## src/common/dlreg_pkg.sv

```systemverilog
/*
  Package for the link control, GPIO and error register bank:
  register indices, field positions, reset values and timing counts.
  Assumes a 200 MHz core clock and an APB slave with 32-bit data.
*/
`default_nettype none
package dlreg_pkg;
  // ---------------------------------------------------------------
  // register indices; byte address is four times the index
  // ---------------------------------------------------------------
  localparam logic [7:0] IDX_I2C_BRIDGE_CONFIG    = 8'h0D;
  localparam logic [7:0] IDX_GPIO_CONTROL_STATUS  = 8'h0E;
  localparam logic [7:0] IDX_DETECTED_THRESHOLD   = 8'h0F;
  localparam logic [7:0] IDX_DETECTED_COUNT       = 8'h10;
  localparam logic [7:0] IDX_CORRECTED_THRESHOLD  = 8'h11;
  localparam logic [7:0] IDX_CORRECTED_COUNT      = 8'h12;
  localparam logic [7:0] IDX_TEST_PATTERN_COUNT   = 8'h13;
  localparam logic [7:0] IDX_ERROR_CONTROL        = 8'h08;
  localparam logic [7:0] IDX_LINK_STATUS          = 8'h14;

  // ---------------------------------------------------------------
  // field positions
  // ---------------------------------------------------------------
  localparam int CFG_LOCAL_ACK_BIT   = 7;
  localparam int CFG_SETUP_HOLD_LSB  = 5;
  localparam int CFG_BITRATE_LSB     = 2;
  localparam int CFG_TIMEOUT_LSB     = 0;
  localparam int GP_FORWARD_BIT      = 5;
  localparam int GP_INPUT_BIT        = 4;
  localparam int GP_PIN1_OUT_BIT     = 3;
  localparam int GP_PIN1_IN_BIT      = 2;
  localparam int GP_PIN0_OUT_BIT     = 1;
  localparam int GP_PIN0_IN_BIT      = 0;
  localparam int EC_AUTO_CLEAR_BIT   = 2;
  localparam int EC_SELECT_LSB       = 0;

  // ---------------------------------------------------------------
  // reset values
  // ---------------------------------------------------------------
  localparam logic [7:0] RST_I2C_BRIDGE_CONFIG = 8'h36;
  localparam logic [1:0] GP_RESERVED_VALUE     = 2'h1;
  localparam logic       RST_FORWARD_ENABLE    = 1'b1;
  localparam logic       RST_PIN_DRIVE         = 1'b1;
  localparam logic [7:0] RST_BYTE              = 8'h00;
  localparam logic [1:0] RST_ERROR_SELECT      = 2'h0;

  // ---------------------------------------------------------------
  // encodings
  // ---------------------------------------------------------------
  localparam logic [1:0] SEL_DETECTED   = 2'h0;
  localparam logic [1:0] SEL_CORRECTED  = 2'h1;
  localparam logic [1:0] TIMEOUT_OFF    = 2'h3;
  localparam logic [7:0] COUNT_MAX      = 8'hFF;

  // ---------------------------------------------------------------
  // timing
  // ---------------------------------------------------------------
  localparam int CLK_FREQ_MHZ      = 200;
  localparam int AUTO_CLEAR_NS     = 1000;
  localparam int AUTO_CLEAR_CYCLES =
    (AUTO_CLEAR_NS * CLK_FREQ_MHZ + 999) / 1000;

  typedef enum logic [1:0] {
    DLREG_IDLE  = 2'b00,
    DLREG_WAIT  = 2'b01,
    DLREG_CLEAR = 2'b10
  } dlreg_clr_state_t;
endpackage : dlreg_pkg
`default_nettype wire

```

## src/rtl/dlreg_bank.sv

```systemverilog
/*
  Register bank of a serial-link deserializer: I2C bridge setup,
  GPIO with readback, input forwarding and error threshold/counters.
  Assumes an APB master on core_clk and synchronous pin inputs.
*/
// Register access over APB was chosen for this implementation.
// Functional notes
// - local-ack bit 7 set makes bridge ack locally when forward path down.
// - two-bit setup/hold select, four settings, resets to 01.
// - three-bit master bit-rate select, eight rates, resets to 101.
// - two-bit remote timeout select, 11 disables timeout, resets to 10.
// - forward-enable bit 5 passes general input to serializer; resets 1.
// - GPIO pins drive output bits (reset 1); bits 4,2,0 read pin levels.
// - read-only detected counter and writable detected threshold, reset 0.
// - read-only corrected counter and writable corrected threshold, reset 0.
// - error output select: detected, corrected, or either above threshold.
// - auto clear wipes both counters 1 us after error output asserts.
`default_nettype none
module dlreg_bank
  import dlreg_pkg::*;
(
  // clock and reset
  input  wire logic        core_clk,
  input  wire logic        rst_n,
  // apb slave
  input  wire logic        psel,
  input  wire logic        penable,
  input  wire logic        pwrite,
  input  wire logic [11:0] paddr,
  input  wire logic [31:0] pwdata,
  input  wire logic [3:0]  pstrb,
  output logic             pready,
  output logic [31:0]      prdata,
  output logic             pslverr,
  // link events
  input  wire logic        detected_error_pulse,
  input  wire logic        corrected_error_pulse,
  input  wire logic        checker_running,
  input  wire logic        test_pattern_bit_error,
  input  wire logic        forward_channel_up,
  // pins
  input  wire logic        general_input_level,
  input  wire logic        pin0_in,
  input  wire logic        pin1_in,
  output logic             pin0_out,
  output logic             pin0_oe_n,
  output logic             pin1_out,
  output logic             pin1_oe_n,
  // bridge settings and status out
  output logic             bridge_local_ack,
  output logic [1:0]       slave_setup_hold_sel,
  output logic [2:0]       master_bitrate_sel,
  output logic [1:0]       slave_remote_timeout_sel,
  output logic             slave_timeout_enable,
  output logic             forward_input_level,
  output logic             error_out
);

  // ---------------------------------------------------------------
  // state
  // ---------------------------------------------------------------
  typedef struct packed {
    logic [7:0]       bridge_cfg;
    logic             input_forward_enable;
    logic             pin1_drive_level;
    logic             pin0_drive_level;
    logic [7:0]       detected_threshold;
    logic [7:0]       detected_count;
    logic [7:0]       corrected_threshold;
    logic [7:0]       corrected_count;
    logic [7:0]       test_pattern_error_count;
    logic [1:0]       error_output_select;
    logic             auto_clear_counters;
    dlreg_clr_state_t clr_state;
    logic [7:0]       clr_timer;
    logic             ready;
    logic [31:0]      rdata;
    logic             slverr;
    logic             err;
    logic             fwd;
    logic             local_ack;
    logic             tmo_en;
  } dlreg_state_t;

  dlreg_state_t cur;
  dlreg_state_t next_cur;

  logic [7:0] idx;
  logic       word_ok;
  logic       det_over;
  logic       cor_over;
  logic       err_cond;
  logic [7:0] rd_byte;
  logic       hit;

  assign idx     = paddr[9:2];
  assign word_ok = (paddr[1:0] == 2'h0) && (paddr[11:10] == 2'h0);
  assign det_over = cur.detected_count > cur.detected_threshold;
  assign cor_over = cur.corrected_count > cur.corrected_threshold;

  // ---------------------------------------------------------------
  // read mux
  // ---------------------------------------------------------------
  always_comb begin
    rd_byte = RST_BYTE;
    hit     = word_ok;
    case (idx)
      IDX_I2C_BRIDGE_CONFIG:   rd_byte = cur.bridge_cfg;
      IDX_GPIO_CONTROL_STATUS: rd_byte = {GP_RESERVED_VALUE,
        cur.input_forward_enable, general_input_level,
        cur.pin1_drive_level, pin1_in,
        cur.pin0_drive_level, pin0_in};
      IDX_DETECTED_THRESHOLD:  rd_byte = cur.detected_threshold;
      IDX_DETECTED_COUNT:      rd_byte = cur.detected_count;
      IDX_CORRECTED_THRESHOLD: rd_byte = cur.corrected_threshold;
      IDX_CORRECTED_COUNT:     rd_byte = cur.corrected_count;
      IDX_TEST_PATTERN_COUNT:  rd_byte = cur.test_pattern_error_count;
      IDX_ERROR_CONTROL:       rd_byte = {5'h00, cur.auto_clear_counters,
                                          cur.error_output_select};
      IDX_LINK_STATUS:         rd_byte = {6'h00, forward_channel_up,
                                          cur.err};
      default:                 hit     = 1'b0;
    endcase
  end

  // ---------------------------------------------------------------
  // next state
  // ---------------------------------------------------------------
  always_comb begin
    logic wr;
    logic access;
    wr       = 1'b0;
    access   = 1'b0;
    err_cond = 1'b0;
    next_cur = cur;

    // one wait state: answer lands on the second access cycle
    access = psel && penable && !cur.ready;
    next_cur.ready  = access;
    next_cur.slverr = access && !hit;
    next_cur.rdata  = (access && !pwrite && hit) ? {24'h000000, rd_byte}
                                                 : 32'h00000000;
    wr = access && pwrite && hit && pstrb[0];

    // event counters, saturating so a burst cannot wrap below threshold
    if (detected_error_pulse && cur.detected_count != COUNT_MAX) begin
      next_cur.detected_count = cur.detected_count + 8'h01;
    end
    if (corrected_error_pulse && cur.corrected_count != COUNT_MAX) begin
      next_cur.corrected_count = cur.corrected_count + 8'h01;
    end
    if (checker_running && test_pattern_bit_error &&
        cur.test_pattern_error_count != COUNT_MAX) begin
      next_cur.test_pattern_error_count =
        cur.test_pattern_error_count + 8'h01;
    end

    // software writes; read-only bits are never written
    if (wr) begin
      case (idx)
        IDX_I2C_BRIDGE_CONFIG: next_cur.bridge_cfg = pwdata[7:0];
        IDX_GPIO_CONTROL_STATUS: begin
          next_cur.input_forward_enable = pwdata[GP_FORWARD_BIT];
          next_cur.pin1_drive_level     = pwdata[GP_PIN1_OUT_BIT];
          next_cur.pin0_drive_level     = pwdata[GP_PIN0_OUT_BIT];
        end
        IDX_DETECTED_THRESHOLD:  next_cur.detected_threshold  = pwdata[7:0];
        IDX_CORRECTED_THRESHOLD: next_cur.corrected_threshold = pwdata[7:0];
        IDX_ERROR_CONTROL: begin
          next_cur.error_output_select =
            pwdata[EC_SELECT_LSB +: 2];
          next_cur.auto_clear_counters = pwdata[EC_AUTO_CLEAR_BIT];
        end
        default: ;
      endcase
    end

    // error output select
    case (cur.error_output_select)
      SEL_DETECTED:  err_cond = det_over;
      SEL_CORRECTED: err_cond = cor_over;
      default:       err_cond = det_over || cor_over;
    endcase
    next_cur.err = err_cond;

    // auto clear: timer starts on the rising edge of the error output
    case (cur.clr_state)
      DLREG_IDLE: begin
        if (cur.auto_clear_counters && err_cond && !cur.err) begin
          next_cur.clr_state = DLREG_WAIT;
          next_cur.clr_timer = 8'(AUTO_CLEAR_CYCLES - 2);
        end
      end
      DLREG_WAIT: begin
        if (cur.clr_timer == 8'h00) begin
          next_cur.clr_state = DLREG_CLEAR;
        end else begin
          next_cur.clr_timer = cur.clr_timer - 8'h01;
        end
      end
      DLREG_CLEAR: begin
        next_cur.detected_count  = RST_BYTE;
        next_cur.corrected_count = RST_BYTE;
        next_cur.clr_state       = DLREG_IDLE;
      end
      default: next_cur.clr_state = DLREG_IDLE;
    endcase

    next_cur.fwd       = cur.input_forward_enable &&
                         general_input_level;
    next_cur.local_ack = cur.bridge_cfg[CFG_LOCAL_ACK_BIT] &&
                         !forward_channel_up;
    // registered copy so the enable follows the field in the same cycle
    next_cur.tmo_en    =
      next_cur.bridge_cfg[CFG_TIMEOUT_LSB +: 2] != TIMEOUT_OFF;
  end

  // ---------------------------------------------------------------
  // registers
  // ---------------------------------------------------------------
  always_ff @(posedge core_clk or negedge rst_n) begin
    if (!rst_n) begin
      cur                          <= '0;
      cur.bridge_cfg <= RST_I2C_BRIDGE_CONFIG;
      cur.tmo_en     <= RST_I2C_BRIDGE_CONFIG[CFG_TIMEOUT_LSB +: 2] !=
                        TIMEOUT_OFF;
      cur.input_forward_enable     <= RST_FORWARD_ENABLE;
      cur.pin1_drive_level         <= RST_PIN_DRIVE;
      cur.pin0_drive_level         <= RST_PIN_DRIVE;
      cur.error_output_select      <= RST_ERROR_SELECT;
      cur.clr_state                <= DLREG_IDLE;
    end else begin
      cur <= next_cur;
    end
  end

  // ---------------------------------------------------------------
  // outputs, straight from flops except the tied-low pin output enables
  // ---------------------------------------------------------------
  assign pready   = cur.ready;
  assign prdata   = cur.rdata;
  assign pslverr  = cur.slverr;
  assign pin0_out = cur.pin0_drive_level;
  assign pin1_out = cur.pin1_drive_level;
  assign pin0_oe_n = 1'b0;
  assign pin1_oe_n = 1'b0;
  assign bridge_local_ack     = cur.local_ack;
  assign slave_setup_hold_sel =
    cur.bridge_cfg[CFG_SETUP_HOLD_LSB +: 2];
  assign master_bitrate_sel   =
    cur.bridge_cfg[CFG_BITRATE_LSB +: 3];
  assign slave_remote_timeout_sel = cur.bridge_cfg[CFG_TIMEOUT_LSB +: 2];
  assign slave_timeout_enable = cur.tmo_en;
  assign forward_input_level  = cur.fwd;
  assign error_out            = cur.err;

endmodule : dlreg_bank // dlreg_bank
`default_nettype wire

```

## config.mk

```make
export PLATFORM = sky130hd
export DESIGN_NAME = dlreg_bank
export DESIGN_NICKNAME = d
export VERILOG_FILES = /design/src/common/dlreg_pkg.sv /design/src/rtl/dlreg_bank.sv
export SDC_FILE = /design/constraint.sdc
export NUM_CORES = 1
export LEC_CHECK = 0
export BUFFER_PORTS_ARGS = -buffer_cell sky130_fd_sc_hd__buf_2
export CELL_PAD_IN_SITES_DETAIL_PLACEMENT = 1
export CELL_PAD_IN_SITES_GLOBAL_PLACEMENT = 2
export CORE_ASPECT_RATIO = 1.25
export CORE_MARGIN = 2
export CORE_UTILIZATION = 37
export CTS_BUF_LIST = sky130_fd_sc_hd__clkbuf_8
export CTS_CLUSTER_DIAMETER = 120
export DETAILED_ROUTE_END_ITERATION = 8
export HOLD_SLACK_MARGIN = 0.05
export PLACE_DENSITY = 0.95
export SLEW_MARGIN = 10
export SYNTH_ARGS = -nofsm -noshare
export SYNTH_HDL_FRONTEND = slang
export SYNTH_SLANG_ARGS = --single-unit
```

## constraint.sdc

```tcl
create_clock -name core_clk -period 5.7 [get_ports core_clk]
set_clock_uncertainty 0.05 [all_clocks]
set_input_delay 0.57 -clock core_clk [delete_from_list [all_inputs] [get_ports core_clk]]
set_output_delay 0.57 -clock core_clk [all_outputs]
set_load 0.01 [all_outputs]
```

* After elaboration in Yosys (flattened, before gate mapping)
Cells that the tools add are included.
** Cells by class
- Order comparisons :: 2
- Bitwise operators :: 0
- Mux-type cells :: 17
- Equality and inequality tests :: 19
- Divide/modulo/power cells :: 0
- Shifts and indexed selects :: 0
- Add/subtract/negate cells :: 4
- Reductions and logical operators :: 39
- Multipliers :: 0
** Operator list (count)
- $pmux W8 S9 :: 1
- $mux W8 :: 7
- $eq A8 B5 Y1 const B :: 5
- $eq A8 B4 Y1 const B :: 4
- $add A8 B1 Y8 const B :: 3
- $ne A8 B8 Y1 const B :: 3
- $logic_and A1 B1 Y1 :: 17
- $gt A8 B8 Y1 :: 2
- $pmux W8 S2 :: 1
- $mux W13 :: 1
- $reduce_and A2 Y1 :: 6
- $mux W10 :: 1
- $reduce_or A9 Y1 :: 1
- $logic_not A2 Y1 :: 4
- $logic_not A8 Y1 :: 1
- $ne A2 B2 Y1 const B :: 4
- $sub A8 B1 Y8 const B :: 1
- $reduce_bool A2 Y1 :: 3
- $logic_not A1 Y1 :: 5
- $eq A2 B1 Y1 const B :: 2
- $mux W2 :: 2
- $pmux W2 S2 :: 1
- $mux W3 :: 1
- $reduce_and A3 Y1 :: 1
- 4 further kinds :: 4
** Word-level totals
- Output and inout bits :: 49
- Memories kept :: 0
- Logic and storage cells :: 102
- Input port bits :: 61
- Bits in writable memories :: 0
- Latch bits :: 0
- Register bits :: 78
- Bits in read-only memories :: 0

* Longest topological paths before layout
- Depth in word-level cells :: 7
- Depth in mapped cells :: 8
- Depth with buffers taken out :: 8

* Least setup slack after synthesis
OpenSTA, ideal clock, no wires.
- Path kind :: reg-to-reg
- From :: register cur[78] (netlist bit)
- To :: register cur[46] (netlist bit)
- Buffers on the path :: 0
- Data required time :: 5.532 ns
- Library setup time :: 0.118 ns
- Data arrival time :: 1.831 ns
- Slack :: 3.701 ns
- Clock period less this slack :: 1.999 ns
- Stages on the path, launching flop included :: 8
- Cell sequence :: dfrtp_1 -> ha_1 -> and4_1 -> nor2b_1 -> a211oi_1 -> nor4_1 -> inv_2 -> a21o_1
** On the way
- Cells in the longest elaborated chain, start to end :: 7
** Ends and longest elaborated chain
- start, declared :: RTL line dlreg_bank.sv:85 : dlreg_state_t cur;
- start signal, assigned :: RTL line dlreg_bank.sv:233 : cur <= next_cur;
- $gt A8 B8 Y1 * :: RTL line dlreg_bank.sv:98 : assign det_over = cur.detected_count > cur.detected_threshold;
- $logic_or A1 B1 Y1 :: RTL line dlreg_bank.sv:182 : default: err_cond = det_over || cor_over;
- $pmux W1 S2 * :: RTL line dlreg_bank.sv:179 : case (cur.error_output_select)
- net err_cond :: RTL line dlreg_bank.sv:92 : logic err_cond;
- $logic_and A1 B1 Y1 * (2 in series) :: RTL line dlreg_bank.sv:189 : if (cur.auto_clear_counters && err_cond && !cur.err) begin
- $ne A2 B2 Y1 (no source line) *
- $reduce_and A2 Y1 (no source line) *
Mark *: on every way through the listed nets, which the timed path passes. The rest lies on a longest branch.
A chain may end at the register's enable or synchronous reset.

* Worst setup path after layout
Ends and elaborated chain as after synthesis.

==> impl_metrics.env <==
export IMPL_status="finished clean"
export IMPL_slowest_stage="nor4_1"
export IMPL_cts_setup_buffers=0
export IMPL_synth_seq_area_share_pct=42.4
export IMPL_cts_made_buffers=9
export IMPL_stdcell_area_um2=5040
export IMPL_drt_iter0_drc=137
export IMPL_start_util_pct=38.0
export IMPL_pre_cts_ws_ns=3.13
export IMPL_p_leak_nw=2.39
export IMPL_pin_count=110
export IMPL_final_nets=573
export IMPL_io_buffers=56
export IMPL_cts_root_buffer="clkbuf_8"
export IMPL_cts_resized=0
export IMPL_ys_ff_latch=78
export IMPL_clk_latency_ns=0.37
export IMPL_slew_viol_final=0
export IMPL_dr_total_vias=3382
export IMPL_die_h_um=129
export IMPL_synth_edf_count=0
export IMPL_period_needed_ns=2.54
export IMPL_drc=0
export IMPL_grt_pass1_vias=3610
export IMPL_cts_sinks=78
export IMPL_dieWidth_um=104
export IMPL_drtAntennaViolNets=0
export IMPL_synth_area_leaders="dfrtp_1 38%, buf_4 6.8%, mux2_2 6.8%, ha_1 5.7%, dfstp_2 4.5%"
export IMPL_fillCellCount=1424
export IMPL_synth_most_common_cell="dfrtp_1"
export IMPL_grt_max_degree=79
export IMPL_place_area_um2=4850
export IMPL_antenna_cells=0
export IMPL_die_area_um2=13400
export IMPL_synth_distinct_cells=55
export IMPL_cap_violations=0
export IMPL_worstRegToRegCells=7
export IMPL_synth_area_um2=4630
export IMPL_crit_fanout=7
export IMPL_worstPathRequired_ns=5.92
export IMPL_synth_top_area_cell="dfrtp_1"
export IMPL_cts_buffer_depth=2
export IMPL_grt_pass1_wl_mm=18.6
export IMPL_tightest_slew_ns=0.999
export IMPL_row_count=45
export IMPL_rsz0062_at_grt="no"
export IMPL_finalHoldViolCount=0
export IMPL_crit_chain="ha_1 > and4_1 > nor2b_1 > a211oi_1 > nor4_1 > inv_2 > a21o_1"
export IMPL_critPathCaptureType="register"
export IMPL_synth_common_cells="70 x dfrtp_1, 43 x nor2_1, 42 x buf_4"
export IMPL_wl_mm=11.2
export IMPL_synth_top_area_share_pct=37.9
export IMPL_via_per_inst=5.12
export IMPL_drive_gt1_share_pct=25.0
export IMPL_yosysWarnings=0
export IMPL_slowest_delay_ns=0.75
export IMPL_crit_family="simple AND/OR/NAND/NOR gates"
export IMPL_postCtsHoldBufs=0
export IMPL_grtUsageTotal_pct=17.8
export IMPL_r2r_slack_ns=3.16
export IMPL_synthFlopType="dfrtp_1"
export IMPL_cts_tree="done"
export IMPL_critical_path_class="register to register"
export IMPL_hpwlAfterDp_mm=8.54
export IMPL_p_per_area_nw_per_um2=293
export IMPL_seq_area_um2=1960
export IMPL_r2r_start="cur[78]"
export IMPL_synth_cells=450
export IMPL_grt_ovfl_total=0
export IMPL_syn2layout_area_growth_pct=8.95
export IMPL_cp_depth=7
export IMPL_peakVddDrop_uv=126
export IMPL_tns_ns=0
export IMPL_gp_congestion=0.814
export IMPL_max_freq_mhz=394
export IMPL_htreeDepth=3
export IMPL_multi_input_area_um2=2290
export IMPL_synthArstFlopShare_pct=100
export IMPL_worst_slack_ns=3.16
export IMPL_fin_crit_sh_pct=44.5
export IMPL_wl_per_cell_um=16.9
export IMPL_setup_viol=0
export IMPL_max_slew_margin_pct=32.5
export IMPL_r2r_end="cur[46]"
export IMPL_cp_arrival_ns=2.75
export IMPL_coreArea_um2=12200
export IMPL_antenna_found_initial=0
export IMPL_cts_clk_slew_worst_paths_ns=0.08
export IMPL_synth_avg_cell_area_um2=10.3
export IMPL_critPathLaunchType="register"
export IMPL_crit_buf_inv=1
export IMPL_first_pass_iters=4
export IMPL_hold_path_class="primary input to asynchronous set/reset pin"
==> worst max path at each step <==
stage	from	endpoint	slack, ns
after floorplan	cur[78]	cur[46]	3.70
after global placement	cur[78]	cur[46]	3.16
after global routing	cur[78]	cur[38]	2.90
after detailed placement	cur[78]	cur[46]	3.13
final	cur[78]	cur[46]	3.16
after CTS	cur[78]	cur[46]	3.11
==> area by class of cell <==
type                    count  share of cell area, %
flip-flops and latches     78                   38.9
clock inverters             6                   1.09
inverters                  26                   1.94
well taps                 164                   4.07
clock buffers              10                   2.73
repair buffers             57                   5.76
multi-input cells         319                   45.5
==> power breakdown <==
part           leakage [nW]  switching, mW  internal (mW)  total, mW
combinational          1.31          0.179          0.154      0.334
clock                 0.105          0.207          0.210      0.417
sequential            0.984          0.109          0.620      0.728
total                  2.39          0.495          0.984       1.48
==> routing by layer <==
layer,global-route usage [%],wire [um],up-vias
met2,32.7,5970,86
met4,8.43,300,0
met3,3.37,410,25
li1,-,-,1589
met5,0,0,-
met1,19.9,4480,1682
==> metrics by stage <==
step	total power [mW]	util [%]	hold WS, ns	std cells
floorplan	0.956	-	0.224	475
global placement	1.05	39.9	0.451	644
CTS	1.49	41.4	0.311	660
finish	1.48	41.4	0.296	660
global route	1.58	41.4	0.317	660
detailed placement	1.07	39.9	0.455	644
==> state kept, by name, indices dropped and copies added (netlist names) <==
name                      flops
pready                        1
prdata                        8
slave_setup_hold_sel          2
error_out                     1
pslverr                       1
pin0_out                      1
pin1_out                      1
forward_input_level           1
master_bitrate_sel            3
slave_remote_timeout_sel      2
bridge_local_ack              1
cur                          55
slave_timeout_enable          1
==> cell usage in the layout (no fill, tap or decap), drive strengths merged, types with 2 or more instances in the layout <==
cell type   n
dfrtp      70
buf        57
nor2       43
mux2       28
inv        28
conb       26
nand2      22
ha         21
nand3      20
o21ai      19
a21oi      18
xor2       14
nor3       13
xnor2      12
nand4      11
clkbuf     10
nor2b       8
dfstp       8
a31oi       8
mux4        6
mux2i       6
a21o        4
a22oi       4
a211oi      3
nor3b       3
nand2b      3
and3        3
o211ai      3
nor4        3
nand3b      2
o22ai       2
and2        2
clkinv      2
==> cells by family (layout without fill, tap and decap cells) <==
family	Yosys count	after routing	share of synthesized area, %
mux	40	40	11.0
flops	78	78	42.4
buf+inv	78	99	10.1
simple gates	138	138	16.6
other cells	1	26	0.0811
xor+xnor	26	26	4.92
fa+ha+maj	21	21	5.68
compound gates	68	68	9.25
==> worst register-to-register path: stages (launching register included) <==
cell      delay [ns]
dfrtp_1         0.47
ha_1            0.35
and4_1          0.21
nor2b_1         0.13
a211oi_1        0.06
nor4_1          0.75
inv_2           0.20
a21o_1          0.21
No activity file was read; power rests on OpenSTA's default activity.
